File: config.mk
export PLATFORM = sky130hd
export DESIGN_NAME = edo_ctrl
export DESIGN_NICKNAME = d
export VERILOG_FILES = /design/src/core/edo_ctrl_pkg.sv /design/src/core/edo_ctrl.sv
export VERILOG_INCLUDE_DIRS = /design/src /design/src/core
export SDC_FILE = /design/constraint.sdc
export NUM_CORES = 1
export LEC_CHECK = 0
export BUFFER_PORTS_ARGS = -buffer_cell sky130_fd_sc_hd__buf_2
export CORE_MARGIN = 4
export CORE_UTILIZATION = 40
export CTS_CLUSTER_SIZE = 24
export DETAILED_ROUTE_END_ITERATION = 16
export HOLD_SLACK_MARGIN = 0.12
export PLACE_DENSITY = 0.68
export SYNTH_ARGS = -nofsm -noshare
export SYNTH_HDL_FRONTEND = slang
export SYNTH_SLANG_ARGS = --single-unit
File: constraint.sdc
create_clock -name clk_sys -period 2.9 [get_ports clk_sys]
set_input_delay 0 -clock clk_sys [delete_from_list [all_inputs] [get_ports clk_sys]]
set_output_delay 0 -clock clk_sys [all_outputs]
set_load 0.01 [all_outputs]
File: src/core/edo_ctrl_regs.svh
`ifndef EDO_CTRL_REGS_SVH
`define EDO_CTRL_REGS_SVH
// ----------------------------------------
// timing figures in ns and derived counts
// ----------------------------------------
`define CLK_PERIOD_NS       20
`define ROW_ACCESS_NS       60
`define COL_ACCESS_NS       15
`define ADDR_ACCESS_NS      30
`define PAGE_CYCLE_NS       40
`define RANDOM_CYCLE_NS     110
`define REFRESH_PERIOD_NS   16000000
`define REFRESH_ROWS        1024
// least times round up, longest times round down
`define ROW_ACCESS_CYC      ((`ROW_ACCESS_NS + `CLK_PERIOD_NS - 1) / `CLK_PERIOD_NS)
`define PAGE_CYCLE_CYC      ((`PAGE_CYCLE_NS + `CLK_PERIOD_NS - 1) / `CLK_PERIOD_NS)
`define RANDOM_CYCLE_CYC    ((`RANDOM_CYCLE_NS + `CLK_PERIOD_NS - 1) / `CLK_PERIOD_NS)
`define REFRESH_GAP_CYC     (`REFRESH_PERIOD_NS / `REFRESH_ROWS / `CLK_PERIOD_NS)
`endif

File: src/core/edo_ctrl_pkg.sv
package edo_ctrl_pkg;
  // ----------------------------------------
  // controller sequencer states
  // ----------------------------------------
  typedef enum logic [5:0] {
    ST_IDLE  = 6'h01,  // strobes high, bus released
    ST_ROW   = 6'h02,  // row strobe low, row address then column address on bus
    ST_COL   = 6'h04,  // column strobes low, access running
    ST_HOLD  = 6'h08,  // column strobes high, page still open
    ST_PRE   = 6'h10,  // column strobes high, row strobe raised, precharge wait follows in idle
    ST_REF   = 6'h20   // column-first refresh in progress
  } state_t;
endpackage : edo_ctrl_pkg

File: src/core/edo_ctrl.sv
`timescale 1ns/1ps
`default_nettype none
`include "edo_ctrl_regs.svh"

module edo_ctrl #(
  parameter int REFRESH_GAP = `REFRESH_GAP_CYC  // cycles between refreshes
) (
  input  wire logic        clk_sys,                // 50 MHz system clock
  input  wire logic        nrst,                   // synchronous reset, active low
  input  wire logic        req_valid,              // access request, level
  input  wire logic        req_write,              // 1 write, 0 read
  input  wire logic [19:0] req_addr,               // word address, row high
  input  wire logic [1:0]  req_lanes,              // byte lane enables, bit0 lower
  input  wire logic [15:0] req_wdata,              // write data
  input  wire logic        req_keep_page,          // keep row open after access
  output logic             req_ready_q,            // one-cycle accept pulse
  output logic             rsp_valid_q,            // one-cycle read data pulse
  output logic [15:0]      rsp_rdata_q,            // read data
  output logic             row_strobe_n_q,         // row strobe to memory
  output logic             low_byte_col_strobe_n_q,  // lower column strobe
  output logic             high_byte_col_strobe_n_q, // upper column strobe
  output logic             write_en_n_q,           // write enable to memory
  output logic             out_en_n_q,             // output enable to memory
  output logic [9:0]       mux_address_bus_q,      // multiplexed address
  output logic [15:0]      data_pins_o_q,          // data driven to memory
  output logic             data_pins_oe_q,         // high while we drive data
  input  wire logic [15:0] data_pins_i             // data from memory pins
);

  // ----------------------------------------
  // state and counters
  // ----------------------------------------
  edo_ctrl_pkg::state_t state_q;              // sequencer state
  logic [3:0]           wait_q;               // cycles left in current phase
  logic [3:0]           cyc_q;                // cycles since row strobe fell
  logic [9:0]           open_row_q;           // row held open in page mode
  logic                 page_open_q;          // a row is still open
  logic [31:0]          ref_cnt_q;            // refresh interval counter
  logic                 ref_due_q;            // refresh pending
  logic [15:0]          rd_sync1_q;           // pin sampler, first stage
  logic [15:0]          rd_sync2_q;           // pin sampler, second stage
  logic                 rd_cap_q;             // capture pending in pipeline
  logic [1:0]           rd_pipe_q;            // capture delay for synchroniser

  localparam logic [3:0] ROW_CYC  = 4'(`ROW_ACCESS_CYC);
  localparam logic [3:0] PAGE_CYC = 4'(`PAGE_CYCLE_CYC);
  localparam logic [3:0] RAND_CYC = 4'(`RANDOM_CYCLE_CYC);

  wire logic same_row = page_open_q && (req_addr[19:10] == open_row_q);

  // ----------------------------------------
  // refresh pacing
  // ----------------------------------------
  // a distributed column-first refresh every gap keeps all rows fresh
  always_ff @(posedge clk_sys) begin
    if (!nrst) begin
      ref_cnt_q <= 32'h0;
      ref_due_q <= 1'b0;
    end else if (ref_cnt_q >= 32'(REFRESH_GAP - 1)) begin
      ref_cnt_q <= 32'h0;
      ref_due_q <= 1'b1;
    end else begin
      ref_cnt_q <= ref_cnt_q + 32'h1;
      // set wins: clearing only while in refresh
      if (state_q == edo_ctrl_pkg::ST_REF) begin
        ref_due_q <= 1'b0;
      end
    end
  end

  // ----------------------------------------
  // read data sampler
  // ----------------------------------------
  // pins are asynchronous to us, so two flops before use
  always_ff @(posedge clk_sys) begin
    if (!nrst) begin
      rd_sync1_q <= 16'h0;
      rd_sync2_q <= 16'h0;
    end else begin
      rd_sync1_q <= data_pins_i;
      rd_sync2_q <= rd_sync1_q;
    end
  end

  // ----------------------------------------
  // read response, delayed for the sampler
  // ----------------------------------------
  always_ff @(posedge clk_sys) begin
    if (!nrst) begin
      rd_pipe_q   <= 2'h0;
      rsp_valid_q <= 1'b0;
      rsp_rdata_q <= 16'h0;
    end else begin
      rd_pipe_q   <= {rd_pipe_q[0], rd_cap_q};
      rsp_valid_q <= rd_pipe_q[1];
      if (rd_pipe_q[1]) begin
        rsp_rdata_q <= rd_sync2_q;
      end
    end
  end

  // ----------------------------------------
  // sequencer
  // ----------------------------------------
  // strobes are held long enough for the slower grade timing
  always_ff @(posedge clk_sys) begin
    if (!nrst) begin
      state_q                  <= edo_ctrl_pkg::ST_IDLE;
      wait_q                   <= RAND_CYC;  // a cut cycle still gets its precharge
      cyc_q                    <= 4'h0;
      open_row_q               <= 10'h0;
      page_open_q              <= 1'b0;
      req_ready_q              <= 1'b0;
      rd_cap_q                 <= 1'b0;
      row_strobe_n_q           <= 1'b1;
      low_byte_col_strobe_n_q  <= 1'b1;
      high_byte_col_strobe_n_q <= 1'b1;
      write_en_n_q             <= 1'b1;
      out_en_n_q               <= 1'b1;
      mux_address_bus_q        <= 10'h0;
      data_pins_o_q            <= 16'h0;
      data_pins_oe_q           <= 1'b0;
    end else begin
      req_ready_q <= 1'b0;
      rd_cap_q    <= 1'b0;
      if (wait_q != 4'h0) begin
        wait_q <= wait_q - 4'h1;
      end
      if (cyc_q != 4'hF) begin
        cyc_q <= cyc_q + 4'h1;
      end
      case (state_q)
        edo_ctrl_pkg::ST_IDLE: begin
          // all strobes high: standby, bus released
          data_pins_oe_q <= 1'b0;
          // refresh also waits out the precharge of the cycle before
          if (ref_due_q && wait_q == 4'h0) begin
            // column strobes first, then row strobe falls next cycle
            low_byte_col_strobe_n_q  <= 1'b0;
            high_byte_col_strobe_n_q <= 1'b0;
            wait_q                   <= RAND_CYC;
            state_q                  <= edo_ctrl_pkg::ST_REF;
          end else if (req_valid && wait_q == 4'h0) begin
            row_strobe_n_q    <= 1'b0;
            mux_address_bus_q <= req_addr[19:10];
            open_row_q        <= req_addr[19:10];
            cyc_q             <= 4'h0;
            wait_q            <= 4'h2;
            state_q           <= edo_ctrl_pkg::ST_ROW;
          end
        end
        edo_ctrl_pkg::ST_ROW: begin
          // column address follows the row after hold time
          mux_address_bus_q <= req_addr[9:0];
          write_en_n_q      <= !req_write;
          out_en_n_q        <= req_write;
          data_pins_o_q     <= req_wdata;
          data_pins_oe_q    <= req_write;
          if (wait_q == 4'h1) begin
            low_byte_col_strobe_n_q  <= !req_lanes[0];
            high_byte_col_strobe_n_q <= !req_lanes[1];
            wait_q                   <= PAGE_CYC;
            state_q                  <= edo_ctrl_pkg::ST_COL;
          end
        end
        edo_ctrl_pkg::ST_COL: begin
          // hold until both page cycle and row access times have passed
          if (wait_q <= 4'h1 && cyc_q >= ROW_CYC) begin
            low_byte_col_strobe_n_q  <= 1'b1;
            high_byte_col_strobe_n_q <= 1'b1;
            req_ready_q              <= 1'b1;
            rd_cap_q                 <= !req_write;
            page_open_q              <= req_keep_page;
            wait_q                   <= 4'h1;
            state_q                  <= req_keep_page ? edo_ctrl_pkg::ST_HOLD
                                                      : edo_ctrl_pkg::ST_PRE;
          end
        end
        edo_ctrl_pkg::ST_HOLD: begin
          // page open: output stays enabled so read data is held
          write_en_n_q <= 1'b1;
          if (wait_q == 4'h0 && req_valid && same_row && !ref_due_q) begin
            mux_address_bus_q        <= req_addr[9:0];
            write_en_n_q             <= !req_write;
            out_en_n_q               <= req_write;
            data_pins_o_q            <= req_wdata;
            data_pins_oe_q           <= req_write;
            low_byte_col_strobe_n_q  <= !req_lanes[0];
            high_byte_col_strobe_n_q <= !req_lanes[1];
            wait_q                   <= PAGE_CYC;
            state_q                  <= edo_ctrl_pkg::ST_COL;
          end else if (wait_q == 4'h0 && (req_valid || ref_due_q || !req_keep_page)) begin
            row_strobe_n_q <= 1'b1;
            page_open_q    <= 1'b0;
            wait_q         <= RAND_CYC;
            state_q        <= edo_ctrl_pkg::ST_PRE;
          end
        end
        edo_ctrl_pkg::ST_PRE: begin
          // release everything; cycle ends with all strobes high
          row_strobe_n_q <= 1'b1;
          write_en_n_q   <= 1'b1;
          out_en_n_q     <= 1'b1;
          data_pins_oe_q <= 1'b0;
          page_open_q    <= 1'b0;
          state_q        <= edo_ctrl_pkg::ST_IDLE;
          wait_q         <= RAND_CYC;
        end
        edo_ctrl_pkg::ST_REF: begin
          // row strobe low with column strobes low; pins ignored
          data_pins_oe_q <= 1'b0;
          row_strobe_n_q <= (wait_q == 4'h0);
          if (wait_q == 4'h0) begin
            low_byte_col_strobe_n_q  <= 1'b1;
            high_byte_col_strobe_n_q <= 1'b1;
            wait_q                   <= RAND_CYC;
            state_q                  <= edo_ctrl_pkg::ST_IDLE;
          end
        end
        default: begin
          state_q <= edo_ctrl_pkg::ST_IDLE;
        end
      endcase
    end
  end
endmodule : edo_ctrl
`default_nettype wire

# Word level (Yosys, flattened, before mapping)

Cells that the tools add are included.

Reduce and logical (&&, ||, !) cells: 37
Muxes and demuxes: 54
Equality and inequality tests: 20
$lt $le $gt $ge: 3
Bitwise operators: 2
Add/subtract/negate cells: 3

Operator list:

| kind                                                                    | number |
|---|---|
| 4-bit two-way mux                                                       | 12 |
| 6-bit two-way mux                                                       | 7 |
| 32-bit by 1-bit adder with 32-bit output, second input constant         | 1 |
| 32-bit by 10-bit >= comparator with 1-bit output, second input constant | 1 |
| 16-bit case mux with 2 select lines                                     | 1 |
| 10-bit two-way mux                                                      | 3 |
| 10-bit case mux with 3 select lines                                     | 1 |
| 6-bit case mux with 5 select lines                                      | 1 |
| 4-bit case mux with 6 select lines                                      | 1 |
| 1-bit two-way mux                                                       | 19 |
| 16-bit two-way mux                                                      | 1 |
| 2-bit inequality test, second input constant                            | 8 |
| 1-bit case mux with 3 select lines                                      | 4 |
| 3-bit nonzero test                                                      | 4 |
| 10-bit equality test                                                    | 1 |
| 1-bit case mux with 5 select lines                                      | 2 |
| 5-bit AND reduction                                                     | 2 |
| 2-bit AND reduction                                                     | 4 |
| 4-bit AND reduction                                                     | 2 |
| 4-bit nonzero test                                                      | 2 |
| 1-bit logical AND                                                       | 7 |
| 6-bit by 1-bit equality test with 1-bit output, second input constant   | 1 |
| 6-bit by 2-bit equality test with 1-bit output, second input constant   | 1 |
| 6-bit by 3-bit equality test with 1-bit output, second input constant   | 1 |
| other kinds (23)                                                        | 32 |

Register bits: 143
Word-level logic and storage cells: 141

# Logic depth before layout (Yosys ltp)

Gate-level depths: netlist (run 1).

Word-level depth: 6
Gate-level depth with buffers: 10
Depth with buffers taken out: 9

# Worst setup path after synthesis (run 1)

Ideal clock, no wire load.

Path type: flip-flop to flip-flop
From: reg wait_q[0]
To: reg out_en_n_q
Library setup time: 120 ps
Arrival time: 2194 ps
Path buffers: 2
Slack: 586 ps
Period minus slack after synthesis: 2314 ps
Stages on the path, launching flop included: 10
Required time: 2780 ps
Cell sequence: dfxtp_1 > inv_1 > ha_1 > nor2b_1 > nand3_1 > or4_1 > a21o_1 > buf_4 > buf_6 > a211o_1

Longest elaborated chain between the ends: 6

RTL lines:

| what                            | RTL line        | RTL |
|---|---|---|
| start, declared                 | edo_ctrl.sv:34  | `logic [3:0] wait_q;` |
| start signal, assigned          | edo_ctrl.sv:127 | `wait_q <= wait_q - 4'h1;` |
| 4-bit zero test                 | edo_ctrl.sv:182 | `if (wait_q == 4'h0 && req_valid && same_row && !ref_due_q) begin` |
| 1-bit logical AND (3 in series) | edo_ctrl.sv:182 |  |
| 2-bit inequality test (no line) | n/a             |  |
| 2-bit AND reduction (no line)   | n/a             |  |
| end signal, assigned            | edo_ctrl.sv:156 | `out_en_n_q <= req_write;` |
| end signal, assigned            | edo_ctrl.sv:185 | `out_en_n_q <= req_write;` |
| end, declared                   | edo_ctrl.sv:23  | `output logic out_en_n_q,` |

Every way passes these cells.
A chain may end at the register's enable or synchronous reset.

# Worst setup path in the final report (run 1)

From: reg wait_q[1]
To: reg data_pins_o_q[9]

Longest elaborated chain between the ends: 6

RTL lines:

| what                            | RTL line        | RTL |
|---|---|---|
| 4-bit zero test                 | edo_ctrl.sv:182 |  |
| 1-bit logical AND (3 in series) | edo_ctrl.sv:182 |  |
| 2-bit inequality test (no line) | n/a             |  |
| 2-bit AND reduction (no line)   | n/a             |  |
| end signal, assigned            | edo_ctrl.sv:157 | `data_pins_o_q <= req_wdata;` |
| end signal, assigned            | edo_ctrl.sv:186 | `data_pins_o_q <= req_wdata;` |
| end, declared                   | edo_ctrl.sv:25  | `output logic [15:0] data_pins_o_q,` |

Every way passes these cells.

==> reports/qor.json, run 1 <==
{
  "clock_network": {
    "postCtsSetupRepairBufs": 0,
    "clock_sink_count": 143,
    "tritoncts_clock_tree": "done",
    "clock_insertion_delay_worst_skew_ns": 0.41,
    "path_clk_slew_ns": 0.06,
    "cts_buffers": 17,
    "cell_at_the_root_of_the_clock_tree": "sky130_fd_sc_hd__clkbuf_16",
    "h_tree_levels": 4,
    "max_clock_buf_depth": 2
  },
  "timing": {
    "finalMaxSlewViolations": 0,
    "max_slew.worst_pin.slew_ns": 1.011,
    "timing_hold_violations_final": 0,
    "maxSlewHeadroom": 0.3252,
    "fin_crit_sh": 0.9160,
    "final_setup_violation_count": 0,
    "timing.setup.tns_ns": 0,
    "setup_slack_ns": 0.2436,
    "post-route-min-period_ns": 2.656,
    "fin_worst_skew_ns": 0.007170,
    "setup_repair_after_global_routing_missed_its_margin": "no",
    "max_freq_mhz": 376.4
  },
  "route": {
    "route.met2.wl_um": 6235,
    "route.vias.total": 4463,
    "drtIter0Drc": 300,
    "first_pass_iters": 5,
    "ant_nets": 0,
    "postRouteWirelength_um": 13160,
    "routed_wire_length_on_met3_um": 720,
    "drc": 0,
    "dr.max_layer_used": "met4",
    "drt-vias-per-instance": 4.846,
    "wirelength_met1_um": 5881,
    "routed_wire_length_per_instance_um": 14.29
  },
  "global_route": {
    "grt_max_degree": 85,
    "first_global_vias": 4449,
    "globalRouteOverflowTotal": 0,
    "initial_antenna_violation_count": 0,
    "grt_use_total": 0.1711,
    "global_route_wire_length_before_repair_um": 21780
  },
  "outcome": {
    "outcome": "finished clean"
  },
  "logic_synthesis": {
    "synth.most_common_cell": "sky130_fd_sc_hd__dfxtp_1",
    "synth-edff-count": 0,
    "synth.ff_latch_count": 143,
    "postSynthCellCount": 543,
    "syn-mean-instance-area_um2": 10.05,
    "synthTopCellsByArea": "sky130_fd_sc_hd__dfxtp_1 (52%), sky130_fd_sc_hd__mux2i_1 (8.1%), sky130_fd_sc_hd__and2_1 (4.9%)",
    "synth_seq_area_share": 0.5248,
    "synthDominantCellAreaShare": 0.5248,
    "post_synth_top_flop": "sky130_fd_sc_hd__dfxtp_1",
    "synth.lib_cells_used.distinct": 52,
    "syn-cell-area_mm2": 0.005455,
    "yosys-top-cells-count": "sky130_fd_sc_hd__dfxtp_1 (143), sky130_fd_sc_hd__nor2_1 (53), sky130_fd_sc_hd__mux2i_1 (44)",
    "asyncSetResetFlopFracSynth": 0,
    "yosys_warnings": 0,
    "synth.largest_area_cell": "sky130_fd_sc_hd__dfxtp_1"
  },
  "setup_path": {
    "crit_fanout": 12,
    "critPathTopFamily": "simple AND/OR/NAND/NOR gates",
    "worstSetupStartpointType": "register",
    "type_of_element_capturing_the_critical_path": "register",
    "timing.critical_path.cells": "inv_1 -> ha_1 -> nor2b_1 -> nand3_1 -> or4_1 -> a21o_1 -> buf_4 -> mux2i_1 -> nor2_1",
    "worst_ep_required_time_ns": 3.19,
    "critical_path.max_stage_delay_ns": 0.59,
    "criticalPathCategory": "register to register",
    "data_arrival_time_of_the_critical_path_ns": 2.95,
    "crit_slowest_cell": "sky130_fd_sc_hd__or4_1",
    "cp.buffers_inverters": 2
  },
  "floorplanning": {
    "core-area_mm2": 0.01330,
    "start_util": 0.4103,
    "placementRows": 42,
    "area_of_the_die_mm2": 0.01557,
    "chipHeight_um": 124.8,
    "die_w_um": 124.8,
    "io-pin-count": 109
  },
  "layout": {
    "final_nets": 797,
    "insertedDiodeCount": 0,
    "flow.area_growth_from_synthesis_pct": 35.44,
    "drive_gt1_frac": 0.2201
  },
  "placed_design": {
    "place.port_buffers": 108,
    "place_congestion": 0.8848,
    "placed_wire_length_estimate_after_detailed_placement_um": 8755,
    "pre_cts_ws_ns": 0.2356
  },
  "worst_hold_path": {
    "min_path_type": "primary input to register"
  },
  "job": {
    "drv.max_cap_violation_count": 0
  },
  "pwr": {
    "total_leakage_power_uw": 0.003243,
    "power.ir.vdd_worst_mv": 0.4143,
    "cellPowerDensity_mw_per_mm2": 660.3
  }
}
-- routing by layer --
metal | vias up | global-route usage
li1 | 2209 | -
met1 | 2070 | 0.2125
met2 | 153 | 0.2774
met3 | 31 | 0.04588
met4 | 0 | 0.07801
met5 | - | 0
-- tightest hold or removal path, cell delays in order --
cell and delay (ns):
sky130_fd_sc_hd__dlygate4sd3_1 0.52, sky130_fd_sc_hd__buf_2 0.09, sky130_fd_sc_hd__and2_1 0.11
-- cell usage in the layout, fill, tap and decap left out, types with 3 or more instances in the layout --
master                          count
sky130_fd_sc_hd__dfxtp_1          143
sky130_fd_sc_hd__buf_2            108
sky130_fd_sc_hd__dlygate4sd3_1     58
sky130_fd_sc_hd__nor2_1            53
sky130_fd_sc_hd__mux2i_1           44
sky130_fd_sc_hd__and2_1            43
sky130_fd_sc_hd__nand2_1           41
sky130_fd_sc_hd__nor2b_1           36
sky130_fd_sc_hd__conb_1            22
sky130_fd_sc_hd__clkbuf_16         17
sky130_fd_sc_hd__xnor2_1           14
sky130_fd_sc_hd__nand3_1           13
sky130_fd_sc_hd__o21ai_0           11
sky130_fd_sc_hd__a311oi_2          10
sky130_fd_sc_hd__a21oi_1            9
sky130_fd_sc_hd__nor3_1             9
sky130_fd_sc_hd__nor4_1             8
sky130_fd_sc_hd__xor2_1             8
sky130_fd_sc_hd__buf_4              8
sky130_fd_sc_hd__inv_1              7
sky130_fd_sc_hd__a31oi_1            6
sky130_fd_sc_hd__a211oi_1           6
sky130_fd_sc_hd__ha_1               6
sky130_fd_sc_hd__nand4_1            5
sky130_fd_sc_hd__and3_1             5
sky130_fd_sc_hd__or4_1              3
sky130_fd_sc_hd__nand2b_1           3
sky130_fd_sc_hd__a211o_1            3
sky130_fd_sc_hd__a21boi_0           3
sky130_fd_sc_hd__clkinvlp_4         3
sky130_fd_sc_hd__clkinv_4           3
sky130_fd_sc_hd__clkbuf_1           3
-- registers in the layout, summed over array words and instances (netlist names), 2 cells and up --
signal	count
data_pins_o_q	16
rd_pipe_q	2
mux_address_bus_q	10
open_row_q	10
rd_sync2_q	16
ref_cnt_q	32
state_q	6
wait_q	4
rd_sync1_q	16
rsp_rdata_q	16
cyc_q	4
-- cell families (layout without fill, tap and decap cells) --
group / count (synthesis) / after routing / synth area share
XOR/XNOR: 22 / 22 / 0.03532
other: 1 / 22 / 0.0006874
AND/OR/NAND/NOR: 229 / 229 / 0.2204
flip-flops: 143 / 143 / 0.5248
AO/OA/AOI/OAI: 64 / 64 / 0.09610
adder cells (fa/ha/maj): 6 / 6 / 0.01376
buffers and inverters: 34 / 215 / 0.02821
multiplexers: 44 / 44 / 0.08073
-- final timing paths --
check,startpoint,endpoint,slack (ns),cells past startpoint
setup reg to reg,wait_q[1]$_SDFF_PN1_,data_pins_o_q[9]$_SDFFE_PN0P_,0.24,9
setup / recovery,wait_q[1]$_SDFF_PN1_,data_pins_o_q[9]$_SDFFE_PN0P_,0.24,9
hold / removal,data_pins_i[5],rd_sync1_q[5]$_SDFF_PN0_,0.34,3
hold reg to reg,rd_sync1_q[11]$_SDFF_PN0_,rd_sync2_q[11]$_SDFF_PN0_,0.43,1
-- metrics by stage --
step	total power [uW]	area [um2]	hold WS, ns	std cells	util
floorplan	2577	5534	0.1273	564	-
CTS	4927	7388	0.3191	921	0.5557
global placement	2751	6235	0.2103	831	0.4689
finish	4879	7388	0.3411	921	0.5557
global route	5100	7388	0.3463	921	0.5557
detailed placement	2771	6235	0.2117	831	0.4689
-- final cells by class --
cell class	instances	area [um2]
inverter	9	33.78
clock buffer	20	436.7
timing repair buffer	174	1181
tap	176	220.2
clock inverter	12	136.4
sequential	143	2863
multi-input combinational	387	2517
fill	1133	5907
-- what timing repair did --
action	CTS	global route
hold buffers	58	0
gates resized for setup	0	0
hold endpoints to repair	64	0
-- power breakdown --
part,leakage [uW],internal [uW],switching [uW]
registers,0.00117,2080,66.5
clock network,0.000271,1270,811
logic,0.00180,305,346
(Power assumes the default switching activity.)
==> inputs of run 2 (changes only) <==
--- a/config.mk
+++ b/config.mk
@@ -13,6 +13,7 @@
 export DETAILED_ROUTE_END_ITERATION = 16
 export HOLD_SLACK_MARGIN = 0.12
 export PLACE_DENSITY = 0.68
+export REMOVE_ABC_BUFFERS = 1
 export SYNTH_ARGS = -nofsm -noshare
 export SYNTH_HDL_FRONTEND = slang
 export SYNTH_SLANG_ARGS = --single-unit
==> run 2 against run 1 <==
Against the previous run: maximum frequency rose by 1.5%; clock skew is 0.0016 ns lower; register-to-register slack improved by 0.04 ns; utilization rose by 0.86 points; worst setup slack improved by 0.040 ns; worst hold slack got worse by 0.0041 ns; first-iteration DRC count shrank 18%; sequential cell count unchanged; wire length up 0.93%; sequential share of layout area is 0.59 points lower; cell count increased by 0.98%; sequential power about the same; critical path type unchanged.
==> reports/qor.json, run 2 (synthesis results as in run 1) <==
{
  "outcome": {
    "outcome": "finished clean"
  },
  "setup_path": {
    "data_arrival_time_of_the_critical_path": {"value": 2.91, "unit": "ns", "change": "-0.04 ns"},
    "type_of_element_capturing_the_critical_path": "register",
    "worst-r2r-cell-count": {"value": 9, "change": "unchanged"},
    "r2r-end": "data_pins_o_q[10]$_SDFFE_PN0P_",
    "crit_fanout": {"value": 12, "change": "unchanged"},
    "crit_slowest_cell": "sky130_fd_sc_hd__or4_1",
    "cp.buffers_inverters": {"value": 2, "change": "unchanged"},
    "critPathTopFamily": "simple AND/OR/NAND/NOR gates",
    "reg2reg_slack": {"value": 0.28, "unit": "ns", "change": "+0.04 ns"},
    "timing.critical_path.cells": "inv_1 -> ha_1 -> nor2b_1 -> nand3_1 -> or4_1 -> a21o_1 -> buf_4 -> mux2i_1 -> nor2_1",
    "timing.rr.start": "wait_q[0]$_SDFF_PN0_",
    "worstSetupStartpointType": "register",
    "worst_ep_required_time": {"value": 3.20, "unit": "ns", "change": "about the same"},
    "criticalPathCategory": "register to register",
    "critical_path.max_stage_delay": {"value": 0.61, "unit": "ns", "change": "+0.02 ns"}
  },
  "floorplanning": {
    "start_util": {"value": 0.4103, "change": "unchanged"},
    "io-pin-count": {"value": 109, "change": "unchanged"},
    "chipHeight": {"value": 124.8, "unit": "um", "change": "unchanged"},
    "area_of_the_die": {"value": 0.01557, "unit": "mm2", "change": "unchanged"},
    "die_w": {"value": 124.8, "unit": "um", "change": "unchanged"},
    "core-area": {"value": 0.01330, "unit": "mm2", "change": "unchanged"},
    "placementRows": {"value": 42, "change": "unchanged"}
  },
  "clock_network": {
    "clock_sink_count": {"value": 143, "change": "unchanged"},
    "cell_at_the_root_of_the_clock_tree": "sky130_fd_sc_hd__clkbuf_16",
    "clock_insertion_delay_worst_skew": {"value": 0.42, "unit": "ns", "change": "about the same"},
    "postCtsSetupRepairBufs": {"value": 0, "change": "unchanged"},
    "max_clock_buf_depth": {"value": 2, "change": "unchanged"},
    "tritoncts_clock_tree": "done",
    "path_clk_slew": {"value": 0.06, "unit": "ns", "change": "about the same"},
    "cts_buffers": {"value": 17, "change": "unchanged"},
    "h_tree_levels": {"value": 4, "change": "unchanged"}
  },
  "pwr": {
    "power.ir.vdd_worst": {"value": 0.4659, "unit": "mV", "change": "+12%"},
    "comb_power_share": {"value": 0.132, "change": "about the same"},
    "power.share.switching": {"value": 0.2473, "change": "-0.003423"},
    "power_frac_clock": {"value": 0.439, "change": "+0.013"},
    "cellPowerDensity": {"value": 667.9, "unit": "mW/mm2", "change": "+1.2%"},
    "net-switching-power": {"value": 1239, "unit": "uW", "change": "+1.3%"},
    "power_report.internal_total": {"value": 3772, "unit": "uW", "change": "+3.2%"},
    "total_leakage_power": {"value": 0.003300, "unit": "uW", "change": "+1.8%"},
    "proportion_of_power_drawn_by_flip_flops_and_latches": {"value": 0.429, "change": "-0.011"}
  },
  "timing": {
    "timing.setup.tns": {"value": 0, "unit": "ns", "change": "unchanged"},
    "fin_worst_hold_slack": {"value": 0.3370, "unit": "ns", "change": "-0.004113 ns"},
    "max_freq": {"value": 382.2, "unit": "MHz", "change": "+1.5%"},
    "fin_worst_skew": {"value": 0.005572, "unit": "ns", "change": "-0.001598 ns"},
    "finalMaxSlewViolations": {"value": 0, "change": "unchanged"},
    "timing_hold_violations_final": {"value": 0, "change": "unchanged"},
    "post-route-min-period": {"value": 2.616, "unit": "ns", "change": "-0.04017 ns"},
    "final_setup_violation_count": {"value": 0, "change": "unchanged"},
    "fin_crit_sh": {"value": 0.9022, "change": "-0.01385"},
    "setup_repair_after_global_routing_missed_its_margin": "no",
    "max_slew.worst_pin.slew": {"value": 1.006, "unit": "ns", "change": "-0.004864 ns"},
    "maxSlewHeadroom": {"value": 0.3284, "change": "+0.003247"}
  },
  "layout": {
    "filler_cell_count": {"value": 1131, "change": "-0.18%"},
    "layout_commonest_cell": "sky130_fd_sc_hd__dfxtp_1",
    "insertedDiodeCount": {"value": 0, "change": "unchanged"},
    "final_nets": {"value": 806, "change": "+1.1%"},
    "largest_register_ffs": {"value": 32, "change": "unchanged"},
    "most-common-layout-cells": "sky130_fd_sc_hd__dfxtp_1 (143), sky130_fd_sc_hd__buf_2 (108), sky130_fd_sc_hd__dlygate4sd3_1 (63), sky130_fd_sc_hd__nor2_1 (53), sky130_fd_sc_hd__mux2i_1 (44)",
    "drive_gt1_frac": {"value": 0.2255, "change": "+0.005330"},
    "final_util": {"value": 0.5643, "change": "+0.008564"},
    "max_flop_register": "ref_cnt_q",
    "flow.area_growth_from_synthesis_pct": 37.52
  },
  "global_route": {
    "globalRouteOverflowTotal": {"value": 0, "change": "unchanged"},
    "first_global_vias": {"value": 4599, "change": "+3.4%"},
    "global_route_wire_length_before_repair": {"value": 22480, "unit": "um", "change": "+3.2%"},
    "initial_antenna_violation_count": {"value": 0, "change": "unchanged"},
    "grt_use_total": {"value": 0.1777, "change": "+0.006591"},
    "grt_max_degree": {"value": 39, "change": "-54%"}
  },
  "placed_design": {
    "placed_wire_length_estimate_after_detailed_placement": {"value": 8881, "unit": "um", "change": "+1.4%"},
    "place.port_buffers": {"value": 108, "change": "unchanged"},
    "place_congestion": {"value": 0.8694, "change": "-1.7%"}
  },
  "route": {
    "route.vias.total": {"value": 4507, "change": "+0.99%"},
    "drtIter0Drc": {"value": 245, "change": "-18%"},
    "postRouteWirelength": {"value": 13280, "unit": "um", "change": "+0.93%"},
    "ant_nets": {"value": 0, "change": "unchanged"},
    "drt-vias-per-instance": {"value": 4.846, "change": "about the same"},
    "first_pass_iters": {"value": 5, "change": "unchanged"},
    "drc": {"value": 0, "change": "unchanged"},
    "routed_wire_length_per_instance": {"value": 14.28, "unit": "um", "change": "about the same"}
  },
  "worst_hold_path": {
    "hold-path-endpoint": "rd_sync1_q[11]$_SDFF_PN0_",
    "min_path_cells": {"value": 3, "change": "unchanged"},
    "min_path_type": "primary input to register",
    "worstHoldStart": "data_pins_i[11]"
  },
  "job": {
    "drv.max_cap_violation_count": {"value": 0, "change": "unchanged"}
  }
}
[run 2: power groups by stage]
stage	combinational (uW)	sequential (uW)	clock, uW
floorplan	362	2200	0
global placement	570	2180	0
detailed placement	583	2190	0
CTS	652	2150	2240
global route	731	2160	2340
finish	660	2150	2200
[run 2: worst max path at each step]
stage / startpoint / endpoint / slack [ns] / cells past startpoint
floorplan: wait_q[0]$_SDFF_PN0_ / mux_address_bus_q[0]$_SDFFE_PN0P_ / 0.05 / 8
global placement: wait_q[0]$_SDFF_PN0_ / data_pins_o_q[13]$_SDFFE_PN0P_ / 0.48 / 9
detailed placement: wait_q[0]$_SDFF_PN0_ / data_pins_o_q[13]$_SDFFE_PN0P_ / 0.32 / 9
CTS: wait_q[0]$_SDFF_PN0_ / data_pins_o_q[6]$_SDFFE_PN0P_ / 0.30 / 9
global route: wait_q[0]$_SDFF_PN0_ / data_pins_o_q[11]$_SDFFE_PN0P_ / 0.08 / 9
finish: wait_q[0]$_SDFF_PN0_ / data_pins_o_q[10]$_SDFFE_PN0P_ / 0.28 / 9
[run 2: worst reg2reg max path, stage by stage (launching register included)]
cell	delay, ns
sky130_fd_sc_hd__dfxtp_1	0.32
sky130_fd_sc_hd__inv_1	0.09
sky130_fd_sc_hd__ha_1	0.22
sky130_fd_sc_hd__nor2b_1	0.19
sky130_fd_sc_hd__nand3_1	0.16
sky130_fd_sc_hd__or4_1	0.61
sky130_fd_sc_hd__a21o_1	0.37
sky130_fd_sc_hd__buf_4	0.28
sky130_fd_sc_hd__mux2i_1	0.20
sky130_fd_sc_hd__nor2_1	0.05
[run 2: layout make-up]
class	instances	area, um2	share of cell area
Clock buffer	19	442.9	0.05904
Tap cell	176	220.2	0.02935
Timing Repair Buffer	183	1261	0.1681
Inverter	9	33.78	0.004503
Multi-Input combinational cell	387	2517	0.3356
Sequential cell	143	2863	0.3816
Clock inverter	13	163.9	0.02185
[run 2: through the flow]
| step | total power [uW] | instances | setup slack (ns) | cell area (um2) |
|---|---|---|---|---|
| floorplan | 2557 | 539 | 0.04524 | 5414 |
| global placement | 2755 | 835 | 0.4784 | 6265 |
| detailed placement | 2773 | 835 | 0.3178 | 6265 |
| CTS | 5039 | 930 | 0.2981 | 7502 |
| global route | 5235 | 930 | 0.07511 | 7502 |
| finish | 5011 | 930 | 0.2838 | 7502 |
[run 2: repair_timing]
| action | in CTS | in global routing |
|---|---|---|
| hold endpoints to repair | 83 | 0 |
| gates resized for setup | 0 | 0 |
| hold buffers | 63 | 0 |
[run 2: per-layer routing]
metal	wire length, um	vias to the layer above	track usage
met5	0	-	0
met4	394	0	0.08446
met3	646	34	0.04974
met2	6518	132	0.3012
met1	5720	2106	0.2068
li1	-	2235	-
==> inputs of run 3 (changes only) <==
--- a/config.mk
+++ b/config.mk
@@ -8,11 +8,11 @@
 export LEC_CHECK = 0
 export BUFFER_PORTS_ARGS = -buffer_cell sky130_fd_sc_hd__buf_2
 export CORE_MARGIN = 4
-export CORE_UTILIZATION = 40
+export CORE_UTILIZATION = 50
 export CTS_CLUSTER_SIZE = 24
 export DETAILED_ROUTE_END_ITERATION = 16
 export HOLD_SLACK_MARGIN = 0.12
-export PLACE_DENSITY = 0.68
+export PLACE_DENSITY = 0.81
 export REMOVE_ABC_BUFFERS = 1
 export SYNTH_ARGS = -nofsm -noshare
 export SYNTH_HDL_FRONTEND = slang
==> run 3 against run 2 <==
Against the previous run: combinational power increased by 5.8%; register-to-register slack got worse by 0.21 ns; non-clock buffer count rose by 2; clock power shrank 5%; sequential cell count did not move; power shrank 1.7%; sequential power about the same; clock skew is 0.0055 ns higher; critical endpoint is now high_byte_col_strobe_n_q$_SDFFE_PN1P_; global-route usage grew 3.7 points; sequential share of layout area grew 0.23 points; die area shrank 19%.
==> reports/qor.json, run 3 (synthesis results as in run 1) <==
{
  "setup_path": {
    "worstSetupStartpointType": "register",
    "reg2reg_slack": {"value": 0.07, "unit": "ns", "change": "-0.21 ns"},
    "worst-r2r-cell-count": {"value": 8, "change": "-1"},
    "data_arrival_time_of_the_critical_path": {"value": 3.30, "unit": "ns", "change": "+0.39 ns"},
    "timing.critical_path.cells": "nor2b_1 -> and3_1 -> a21oi_2 -> o21ai_0 -> nor2_1 -> dlygate4sd3_1 -> a31oi_1 -> dlygate4sd3_1",
    "crit_slowest_cell": "sky130_fd_sc_hd__dlygate4sd3_1",
    "path_common_cell": "sky130_fd_sc_hd__dlygate4sd3_1",
    "worst_ep_required_time": {"value": 3.37, "unit": "ns", "change": "+0.17 ns"},
    "criticalPathCategory": "register to register",
    "critical_path.max_stage_delay": {"value": 0.58, "unit": "ns", "change": "-0.03 ns"},
    "crit_fanout": {"value": 10, "change": "-2"},
    "cp.buffers_inverters": {"value": 2, "change": "unchanged"},
    "timing.rr.start": "state_q[5]$_SDFFE_PN0P_",
    "critical_path_cell_count": {"value": 8, "change": "-1"},
    "type_of_element_capturing_the_critical_path": "register",
    "critPathTopFamily": "buffers and inverters",
    "r2r-end": "high_byte_col_strobe_n_q$_SDFFE_PN1P_"
  },
  "timing": {
    "maxSlewHeadroom": {"value": 0.3189, "change": "-0.009550"},
    "max_freq": {"value": 353.3, "unit": "MHz", "change": "-7.6%"},
    "timing_hold_violations_final": {"value": 0, "change": "unchanged"},
    "max_slew.worst_pin.slew": {"value": 1.020, "unit": "ns", "change": "+0.01431 ns"},
    "final_setup_violation_count": {"value": 0, "change": "unchanged"},
    "fin_worst_skew": {"value": 0.01104, "unit": "ns", "change": "+0.005464 ns"},
    "post-route-min-period": {"value": 2.831, "unit": "ns", "change": "+0.2144 ns"},
    "setup_slack": {"value": 0.06933, "unit": "ns", "change": "-0.2144 ns"},
    "fin_crit_sh": {"value": 0.9761, "change": "+0.07394"},
    "finalMaxSlewViolations": {"value": 0, "change": "unchanged"},
    "fin_worst_hold_slack": {"value": 0.2204, "unit": "ns", "change": "-0.1166 ns"}
  },
  "worst_hold_path": {
    "min_path_cells": {"value": 3, "change": "unchanged"},
    "hold-path-endpoint": "rd_sync1_q[13]$_SDFF_PN0_",
    "min_path_type": "primary input to register",
    "worstHoldStart": "data_pins_i[13]"
  },
  "global_route": {
    "globalRouteOverflowTotal": {"value": 0, "change": "unchanged"},
    "grt_max_degree": {"value": 84, "change": "+120%"},
    "initial_antenna_violation_count": {"value": 0, "change": "unchanged"},
    "global_route_wire_length_before_repair": {"value": 22120, "unit": "um", "change": "-1.6%"},
    "first_global_vias": {"value": 4697, "change": "+2.1%"},
    "grt_use_total": {"value": 0.2142, "change": "+0.03651"}
  },
  "layout": {
    "drive_gt1_frac": {"value": 0.2394, "change": "+0.01395"},
    "final_cells": {"value": 892, "change": "-4.1%"},
    "most-common-layout-cells": "sky130_fd_sc_hd__dfxtp_1 (141), sky130_fd_sc_hd__buf_2 (108), sky130_fd_sc_hd__dlygate4sd3_1 (62), sky130_fd_sc_hd__nor2_1 (52), sky130_fd_sc_hd__mux2i_1 (44)",
    "insertedDiodeCount": {"value": 0, "change": "unchanged"},
    "flow.area_growth_from_synthesis_pct": 36.83,
    "final_nets": {"value": 808, "change": "+0.25%"},
    "max_flop_register": "ref_cnt_q",
    "largest_register_ffs": {"value": 32, "change": "unchanged"},
    "layout_commonest_cell": "sky130_fd_sc_hd__dfxtp_1",
    "final_util": {"value": 0.7135, "change": "+0.1492"}
  },
  "placed_design": {
    "placed_wire_length_estimate_after_detailed_placement": {"value": 8379, "unit": "um", "change": "-5.6%"},
    "pre_cts_ws": {"value": 0.3707, "unit": "ns", "change": "+0.05289 ns"},
    "post-place-cells": {"value": 792, "change": "-5.1%"},
    "place.port_buffers": {"value": 108, "change": "unchanged"},
    "place_congestion": {"value": 0.8842, "change": "+1.7%"}
  },
  "clock_network": {
    "max_clock_buf_depth": {"value": 2, "change": "unchanged"},
    "clock_sink_count": {"value": 143, "change": "unchanged"},
    "cell_at_the_root_of_the_clock_tree": "sky130_fd_sc_hd__clkbuf_8",
    "tritoncts_clock_tree": "done",
    "h_tree_levels": {"value": 4, "change": "unchanged"},
    "cts_buffers": {"value": 17, "change": "unchanged"},
    "clock_insertion_delay_worst_skew": {"value": 0.52, "unit": "ns", "change": "+0.10 ns"},
    "path_clk_slew": {"value": 0.07, "unit": "ns", "change": "about the same"}
  },
  "floorplanning": {
    "area_of_the_die": {"value": 0.01265, "unit": "mm2", "change": "-19%"},
    "core-area": {"value": 0.01046, "unit": "mm2", "change": "-21%"},
    "die_w": {"value": 112.5, "unit": "um", "change": "-9.9%"},
    "placementRows": {"value": 37, "change": "-12%"},
    "chipHeight": {"value": 112.5, "unit": "um", "change": "-9.9%"},
    "start_util": {"value": 0.5214, "change": "+0.1111"},
    "io-pin-count": {"value": 109, "change": "unchanged"}
  },
  "route": {
    "routed_wire_length_per_instance": {"value": 15.03, "unit": "um", "change": "+5.2%"},
    "drtIter0Drc": {"value": 361, "change": "+47%"},
    "ant_nets": {"value": 0, "change": "unchanged"},
    "drt-vias-per-instance": {"value": 5.207, "change": "+7.5%"},
    "drc": {"value": 0, "change": "unchanged"},
    "postRouteWirelength": {"value": 13400, "unit": "um", "change": "+0.93%"},
    "first_pass_iters": {"value": 6, "change": "+1"},
    "route.vias.total": {"value": 4645, "change": "+3.1%"}
  },
  "pwr": {
    "cellPowerDensity": {"value": 659.8, "unit": "mW/mm2", "change": "-1.2%"},
    "power.ir.vdd_worst": {"value": 0.3789, "unit": "mV", "change": "-19%"},
    "total_leakage_power": {"value": 0.003304, "unit": "uW", "change": "+0.11%"}
  },
  "outcome": {
    "outcome": "finished clean"
  },
  "job": {
    "drv.max_cap_violation_count": {"value": 0, "change": "unchanged"}
  }
}
-- run 3: changes by cell type in the layout (fill, tap and decap cells not counted), moves of 3 or more --
| cell | delta |
|---|---|
| sky130_fd_sc_hd__buf_4 | +3 |
| sky130_fd_sc_hd__bufinv_16 | -3 |
| sky130_fd_sc_hd__clkinv_8 | +3 |
| sky130_fd_sc_hd__clkinvlp_4 | -3 |
| sky130_fd_sc_hd__inv_6 | +4 |
| sky130_fd_sc_hd__inv_8 | +5 |
-- run 3: timing repair --
action,in CTS,in global routing
setup endpoints to repair,0,2
setup buffers,0,6
resized for setup,0,8
endpoints found under the hold margin,66,0
hold buffers,62,0
-- run 3: tightest hold or removal path, stage by stage --
cell	delay, ns
sky130_fd_sc_hd__dlygate4sd3_1	0.52
sky130_fd_sc_hd__buf_2	0.10
sky130_fd_sc_hd__and2_1	0.10
-- run 3: worst max-delay path by stage --
stage | from | end | slack, ns
after global routing | state_q[0]$_SDFFE_PN1P_ | low_byte_col_strobe_n_q$_SDFFE_PN1P_ | -0.07
after detailed placement | wait_q[0]$_SDFF_PN0_ | mux_address_bus_q[4]$_SDFFE_PN0P_ | 0.37
final | state_q[5]$_SDFFE_PN0P_ | high_byte_col_strobe_n_q$_SDFFE_PN1P_ | 0.07
after global placement | wait_q[0]$_SDFF_PN0_ | mux_address_bus_q[3]$_SDFFE_PN0P_ | 0.51
after CTS | wait_q[0]$_SDFF_PN0_ | high_byte_col_strobe_n_q$_SDFFE_PN1P_ | 0.11
after floorplan | wait_q[0]$_SDFF_PN0_ | mux_address_bus_q[0]$_SDFFE_PN0P_ | 0.05
-- run 3: final cells by class --
class	instances	area [um2]
flip-flops and latches	143	2865
clock inverters	15	165.2
fillers	707	2998
well taps	136	170.2
multi-input cells	387	2539
clock buffers	17	414.1
repair buffers	185	1274
inverters	9	37.54
-- run 3: metal layers --
layer  track usage  vias to the layer above  wire length [um]
li1              -                     2243                 -
met1        0.2514                     2132              5385
met2        0.3695                      214              6646
met3       0.06038                       56               887
met4       0.08494                        0               484
met5             0                        -                 0
-- run 3: per-stage QoR --
step | setup TNS [ns] | total power (uW) | instance area (um2)
2_1_floorplan | 0 | 2557 | 5414
3_3_place_gp | 0 | 2741 | 6192
3_5_place_dp | 0 | 2768 | 6192
4_1_cts | 0 | 4914 | 7392
5_1_grt | -0.09139 | 5147 | 7465
6_report | 0 | 4925 | 7465
-- run 3: power breakdown --
group	total [uW]	internal, uW	switching (uW)
Combinational	698	339	359
Clock	2080	1120	966
Sequential	2150	2080	66.8
Total	4930	3530	1390
